<file path="config.mk">
export PLATFORM = sky130hd
export DESIGN_NAME = mudl_phase_loop
export DESIGN_NICKNAME = d
export VERILOG_FILES = /design/src/core/mudl_pkg.sv /design/src/core/mudl_phase_loop.sv
export VERILOG_INCLUDE_DIRS = /design/src /design/src/core
export SDC_FILE = /design/constraint.sdc
export NUM_CORES = 1
export LEC_CHECK = 0
export BUFFER_PORTS_ARGS = -buffer_cell sky130_fd_sc_hd__buf_2
export CAP_MARGIN = 20
export CORE_UTILIZATION = 65
export DETAILED_ROUTE_END_ITERATION = 10
export GPL_TIMING_DRIVEN = 0
export HOLD_SLACK_MARGIN = 0.03
export PLACE_DENSITY_LB_ADDON = 0.15
export SLEW_MARGIN = 20
export SYNTH_ARGS = -nofsm -noshare
export SYNTH_HDL_FRONTEND = slang
export SYNTH_SLANG_ARGS = --single-unit
</file>
<file path="constraint.sdc">
create_clock -name clk_sys -period 1.92 [get_ports clk_sys]
set_input_delay 0.192 -clock clk_sys [delete_from_list [all_inputs] [get_ports clk_sys]]
set_output_delay 0.192 -clock clk_sys [all_outputs]
set_load 0.05 [all_outputs]
</file>
<file path="src/core/mudl_cfg.svh">
`ifndef MUDL_CFG_SVH
`define MUDL_CFG_SVH
// Delay code limits and guard band scaling.
`define MUDL_CODE_W 9
`define MUDL_CODE_MIN 9'h000
`define MUDL_CODE_MAX 9'h1b0
`define MUDL_CODE_RST 9'h0d8
`define MUDL_GUARD_SHIFT 3
`define MUDL_STEP_PS 2
`define MUDL_SPAN_PS 864
// Phase scale: 16 means a half cycle.
`define MUDL_PHASE_W 5
`define MUDL_PHASE_HALF 5'h10
`define MUDL_LOSE_ERR 5'h04
`define MUDL_KEEP_ERR 5'h03
`define MUDL_ONE 9'h001
`endif

</file>
<file path="src/core/mudl_pkg.sv">
package mudl_pkg;
  typedef enum logic [2:0] {
    MUDL_IDLE,
    MUDL_SEARCH,
    MUDL_TRACK,
    MUDL_FAILED
  } mudl_state_e;
endpackage : mudl_pkg

</file>
<file path="src/core/mudl_phase_loop.sv">
`include "mudl_cfg.svh"
`timescale 1ns/1ps
`default_nettype none
module mudl_phase_loop
  import mudl_pkg::*;
#(
  parameter int CODE_W = `MUDL_CODE_W,
  parameter int PHASE_W = `MUDL_PHASE_W
) (
  input wire logic clk_sys,
  input wire logic arst_n,
  input wire logic loop_enable,
  input wire logic [CODE_W-1:0] initial_code,
  input wire logic [PHASE_W-1:0] target_phase,
  input wire logic slope_negative,
  input wire logic [4:0] guard_band,
  input wire logic restart_on_loss,
  input wire logic retry_on_fail,
  input wire logic [PHASE_W-1:0] measured_phase,
  input wire logic phase_valid,
  output logic [CODE_W-1:0] phase_delay_code,
  output logic phase_loop_locked,
  output logic phase_loop_lost,
  output logic tracking,
  output logic search_failed
);

  // ****************************************
  // Reset release
  // ****************************************
  logic rst_meta_ff;
  logic rst_sync_ff;

  // Two stages so reset leaves every flop on the same edge.
  always_ff @(posedge clk_sys or negedge arst_n) begin
    if (!arst_n) begin
      rst_meta_ff <= 1'b0;
      rst_sync_ff <= 1'b0;
    end else begin
      rst_meta_ff <= 1'b1;
      rst_sync_ff <= rst_meta_ff;
    end
  end

  // ****************************************
  // Loop state
  // ****************************************
  mudl_state_e state_ff, nxt_state;
  logic [CODE_W-1:0] code_ff, nxt_code;
  logic [CODE_W-1:0] base_ff, nxt_base;
  logic [CODE_W-1:0] dist_ff, nxt_dist;
  logic up_ff, nxt_up;
  logic [PHASE_W-1:0] prev_ff, nxt_prev;
  logic prev_ok_ff, nxt_prev_ok;
  logic lock_ff, nxt_lock;
  logic lost_ff, nxt_lost;
  logic fail_ff, nxt_fail;

  logic [CODE_W:0] guard_codes;
  logic [CODE_W:0] lo_lim;
  logic [CODE_W:0] hi_lim;
  logic [PHASE_W-1:0] err;
  logic err_neg;
  logic slope_ok;
  logic [CODE_W:0] cand;

  // Guard band in codes, kept at both ends alike.
  assign guard_codes = (CODE_W+1)'(guard_band) << `MUDL_GUARD_SHIFT;
  assign lo_lim = guard_codes;
  assign hi_lim = (guard_codes > (CODE_W+1)'(`MUDL_CODE_MAX)) ? (CODE_W+1)'(0)
                  : (CODE_W+1)'(`MUDL_CODE_MAX) - guard_codes;
  // Phase wraps at 32 (360 degrees), so the error is taken modulo the scale.
  assign err = measured_phase - target_phase;
  assign err_neg = err[PHASE_W-1];
  // Slope is judged from the last sample and the direction of the last step.
  assign slope_ok = prev_ok_ff && ((measured_phase != prev_ff) &&
                    (((measured_phase - prev_ff) >= `MUDL_PHASE_HALF) == (up_ff ^ !slope_negative)) );

  // Next-state logic for the search and track machine.
  always_comb begin
    nxt_state = state_ff;
    nxt_code = code_ff;
    nxt_base = base_ff;
    nxt_dist = dist_ff;
    nxt_up = up_ff;
    nxt_prev = prev_ff;
    nxt_prev_ok = prev_ok_ff;
    nxt_lock = lock_ff;
    nxt_lost = lost_ff;
    nxt_fail = fail_ff;
    cand = '0;
    unique case (state_ff)
      MUDL_IDLE: begin
        if (loop_enable) begin
          nxt_state = MUDL_SEARCH;
          nxt_code = (initial_code > `MUDL_CODE_MAX) ? `MUDL_CODE_MAX : initial_code;
          nxt_base = nxt_code;
          nxt_dist = '0;
          nxt_up = 1'b0;
          nxt_prev_ok = 1'b0;
          nxt_fail = 1'b0;
          nxt_lost = 1'b0;
        end
      end
      MUDL_SEARCH: begin
        if (phase_valid) begin
          nxt_prev = measured_phase;
          nxt_prev_ok = 1'b1;
          if (err == '0 && slope_ok) begin
            nxt_state = MUDL_TRACK;
            nxt_lock = 1'b1;
          end else begin
            // Alternate up then down, widening each time up is taken.
            nxt_up = !up_ff;
            nxt_dist = dist_ff + (up_ff ? CODE_W'(0) : `MUDL_ONE);
            if (nxt_up) begin
              cand = (CODE_W+1)'(base_ff) + (CODE_W+1)'(nxt_dist);
              if (cand > hi_lim) begin
                nxt_up = 1'b0; // Guard reached above, sweep below only.
                cand = ((CODE_W+1)'(base_ff) >= (CODE_W+1)'(nxt_dist)) ?
                       (CODE_W+1)'(base_ff) - (CODE_W+1)'(nxt_dist) : '0;
              end
            end else begin
              cand = ((CODE_W+1)'(base_ff) >= (CODE_W+1)'(nxt_dist)) ?
                     (CODE_W+1)'(base_ff) - (CODE_W+1)'(nxt_dist) : '0;
              if (cand < lo_lim) begin
                nxt_up = 1'b1; // Guard reached below, code stays at base plus the same distance.
                cand = (CODE_W+1)'(base_ff) + (CODE_W+1)'(nxt_dist);
              end
            end
            // Hitting either end of the line ends the search as failed.
            if (cand >= (CODE_W+1)'(`MUDL_CODE_MAX) || cand == '0) begin
              nxt_code = (cand > (CODE_W+1)'(`MUDL_CODE_MAX)) ? `MUDL_CODE_MAX : cand[CODE_W-1:0];
              nxt_fail = 1'b1;
              nxt_state = retry_on_fail ? MUDL_IDLE : MUDL_FAILED;
            end else begin
              nxt_code = cand[CODE_W-1:0];
            end
          end
        end
      end
      MUDL_TRACK: begin
        if (phase_valid) begin
          // Nudge one step toward the target, saturated at the ends.
          // A phase above target on a falling slope needs more delay, and vice versa.
          if (err != '0) begin
            if (err_neg != slope_negative) begin
              if (code_ff < `MUDL_CODE_MAX) nxt_code = code_ff + `MUDL_ONE;
              else begin
                // A pinned code cannot follow the drift, so lock is given up with it unless the error is 3 or less.
                nxt_lost = lock_ff;
                nxt_lock = 1'b0;
              end
            end else begin
              if (code_ff > `MUDL_CODE_MIN) nxt_code = code_ff - `MUDL_ONE;
              else begin
                nxt_lost = lock_ff;
                nxt_lock = 1'b0;
              end
            end
          end
          if ((err_neg ? -err : err) > `MUDL_LOSE_ERR) begin
            nxt_lock = 1'b0;
            if (lock_ff) nxt_lost = 1'b1;
          end else if ((err_neg ? -err : err) <= `MUDL_KEEP_ERR) begin
            nxt_lock = 1'b1;
            nxt_lost = 1'b0;
          end
          if (nxt_lost && !lost_ff && restart_on_loss) begin
            nxt_state = MUDL_IDLE;
            nxt_lock = 1'b0;
          end
        end
      end
      MUDL_FAILED: begin
        nxt_state = MUDL_FAILED;
      end
      default: nxt_state = MUDL_IDLE;
    endcase
    // Dropping the enable always parks the loop.
    if (!loop_enable) begin
      nxt_state = MUDL_IDLE;
      nxt_lock = 1'b0;
    end
  end

  // Registers of the loop machine.
  always_ff @(posedge clk_sys or negedge rst_sync_ff) begin
    if (!rst_sync_ff) begin
      state_ff <= MUDL_IDLE;
      code_ff <= `MUDL_CODE_RST;
      base_ff <= `MUDL_CODE_RST;
      dist_ff <= '0;
      up_ff <= 1'b0;
      prev_ff <= '0;
      prev_ok_ff <= 1'b0;
      lock_ff <= 1'b0;
      lost_ff <= 1'b0;
      fail_ff <= 1'b0;
    end else begin
      state_ff <= nxt_state;
      code_ff <= nxt_code;
      base_ff <= nxt_base;
      dist_ff <= nxt_dist;
      up_ff <= nxt_up;
      prev_ff <= nxt_prev;
      prev_ok_ff <= nxt_prev_ok;
      lock_ff <= nxt_lock;
      lost_ff <= nxt_lost;
      fail_ff <= nxt_fail;
    end
  end

  // The code drives the external tapped line whose output clocks the chip.
  assign phase_delay_code = code_ff;
  assign phase_loop_locked = lock_ff;
  assign phase_loop_lost = lost_ff;
  assign tracking = (state_ff == MUDL_TRACK);
  assign search_failed = fail_ff;

endmodule : mudl_phase_loop
`default_nettype wire

</file>
==> results.ini <==
[setup_path]
crit_path_end_kind=register
reg2reg_depth=24
critPathKind=register to register
cp.required_ns=2.12
r2r_start=up_ff
critPathArrivalTime_ns=5.39
startpoint_type=register
r2r_end=search_failed
path_max_fanout=8
r2r_slack_ns=-3.27

[detailed_routing]
num_vias=4699
wl_per_cell_um=19.0
drt-pass1-iter-count=5
drc=0
drt-total-wl_um=13800
drt_iter0_drc=377
drt-vias-per-instance=6.49
antenna_left=0

[finish]
fin_nets=730
seqCellArea_sq_um=1040
nFillCells=388
multi_input_area_sq_um=3720
area_growth_pct=30.0
drive_gt1_frac=0.323
antennaDiodeCount=0
final_area_sq_um=5880

[logic_synthesis]
netlist_top_cells_area=dfrtp_1 (18%), ha_1 (14%), nand2_1 (4.8%), o21ai_0 (4.8%), dfstp_2 (4.6%)
yosysTopAreaCell=dfrtp_1
syn_area_sq_um=4530
synth_edf_count=0
ys_seq_area_frac=0.229
synth.distinct_cells=72
synth_ff_type=dfrtp_1
yosysTopAreaCellShare=0.182
ys_seq_elements=41
postSynthCellCount=558
synthArstFlopShare=1.00
synth_area_per_cell_sq_um=8.11
yosys_warnings=0
synth_nets=645

[sta]
rsz0062_at_grt=true
finalSetupViolCount=24
fin_ws_ns=-3.27
final-hold-violation-count=0
min_period_over_period=2.70
hold_slack_ns=0.125
max_freq_ghz=0.193
period_needed_ns=5.19
worst_slew_pin_slew_ns=0.720
slew_headroom=0.516
fin_worst_skew_ns=0.0144
setup-tns-final_ns=-47.95
slew_violations=0

[clock_network]
cts.sinks=41
clockBufferDepth=2
root_buffer=clkbuf_8
numCtsBuffers=5
htree_levels=2
worst_skew_pair.late_latency_ns=0.31
cts_tree=done
cts.clk_slew.worst_paths_ns=0.10

[die]
dieArea_sq_um=7300
pin_count=44
rows=30
die_y_um=85.5
die_w_um=85.5
core_area_sq_um=6760
initial_core_util=0.670

[global_routing]
gr-total-overflow=0
grt_usage=0.361
grt_max_degree=33
antenna_found_initial=0
grt_first_pass_wirelength_um=20900
first_global_vias=4532

[run_status]
outcome=complete, but fails checks
violations=setup timing

[placed_design]
dp_hpwl_um=9420
io_buffer_count=42
dp_slack_ns=-3.63
place_area_sq_um=5060
gp_congestion=0.993

[min_path]
min_path_type=register to asynchronous set/reset pin

[flow_run]
drv.max_cap_violation_count=0

==> cell families after synthesis <==
family / count (synthesis) / share of synthesized area
xor+xnor: 35 / 0.0707
fa+ha+maj: 56 / 0.161
simple gates: 158 / 0.168
compound gates: 177 / 0.255
flops: 41 / 0.229
other cells: 1 / 0.000828
buf+inv: 72 / 0.0716
mux: 18 / 0.0431
==> layout make-up <==
class	instances	share of cell area
multi-input combinational	445	0.632
buffer	16	0.0215
timing repair buffer	80	0.0963
clock buffer	5	0.0117
clock inverter	3	0.00787
sequential	41	0.177
inverter	54	0.0370
tap	80	0.0170
==> registers in the layout, summed over array words and instances (netlist names) <==
name / flops
prev_ff: 5
base_ff: 9
state_ff: 2
dist_ff: 9
prev_ok_ff: 1
search_failed: 1
rst_meta_ff: 1
phase_loop_lost: 1
up_ff: 1
phase_delay_code: 9
rst_sync_ff: 1
phase_loop_locked: 1
==> critical path: stages (launching register included) <==
cell     delay (ns)
dfrtp_2        0.46
inv_4          0.08
ha_4           0.16
nand3_1        0.11
xor2_1         0.27
inv_1          0.08
ha_1           0.30
buf_6          0.15
o21a_1         0.16
o31a_1         0.13
o21a_1         0.20
or3_1          0.34
nand2_2        0.13
inv_1          0.06
ha_1           0.32
nand3_2        0.12
nor4b_4        0.29
a211o_1        0.21
nand3_4        0.11
a221o_1        0.38
buf_6          0.14
mux2_4         0.34
a21oi_4        0.22
a31oi_2        0.12
o22a_1         0.20
==> cells in the mapped netlist (8+ instances only) <==
cell / count
nand2_1: 58
ha_1: 52
inv_1: 51
o21ai_0: 43
a21oi_1: 41
dfrtp_1: 33
nor2_1: 33
xnor2_1: 22
nand3_1: 18
a31oi_1: 12
xor2_1: 12
o21a_1: 10
a21o_1: 9
clkbuf_1: 9
mux2i_1: 9
dfstp_2: 8
mux2_2: 8
==> worst max path at each step <==
stage,start,end,cells past startpoint
final,up_ff,search_failed,24
after global routing,up_ff,state_ff[1],24
after CTS,up_ff,state_ff[0],25
after detailed placement,up_ff,phase_delay_code[0],22
after global placement,up_ff,state_ff[1],22
after floorplan,up_ff,state_ff[1],25
==> what timing repair did <==
| item | 4_1_cts | 5_1_grt |
|---|---|---|
| hold buffers | 1 | 0 |
| gates resized for setup | 51 | 42 |
| gates cloned | 1 | 0 |
| endpoints found under the setup margin | 24 | 29 |
| endpoints found under the hold margin | 2 | 0 |
| pin swaps | 34 | 20 |
| setup buffers | 22 | 14 |
==> per-layer routing <==
metal | GRT usage | share of wire | wire (um)
met1 | 0.448 | 0.41 | 5650
met3 | 0.0525 | 0.061 | 839
met2 | 0.628 | 0.50 | 6830
met5 | 0 | 0 | 0
met4 | 0.150 | 0.032 | 440
==> stage by stage <==
stage,util,instances
after floorplan,-,558
after global placement,0.746,680
after detailed placement,0.749,681
after CTS,0.826,712
after global routing,0.871,724
final,0.871,724
==> cell usage in the layout (no fill, tap or decap), types with 4 or more instances in the layout <==
cell,synthesis,routed
dfstp_2,8,8
nor3_1,7,6
xor2_1,12,5
ha_4,0,7
o21bai_1,7,7
nor2_1,33,29
buf_6,6,16
ha_1,52,41
nor4_1,5,5
o21a_1,10,10
a21oi_1,41,36
ha_2,0,4
o21ai_1,1,13
a21o_1,9,9
o22ai_1,4,4
buf_2,1,42
nand2_1,58,56
a211oi_1,7,4
inv_2,2,4
buf_4,2,26
xnor2_1,22,20
dfrtp_1,33,29
dfrtp_2,0,4
o211ai_1,5,5
clkbuf_8,0,5
a21oi_2,1,4
nand4_1,5,5
o21ai_0,43,25
nand3_1,18,12
a31oi_1,12,9
nand3_2,0,4
xor2_2,0,6
nor2b_1,7,5
inv_1,51,47
mux2i_1,9,6
clkbuf_1,9,6
mux2_2,8,7
Power is not shown: default switching activity piles up to over one toggle a cycle in this logic, so the estimate is an artifact.
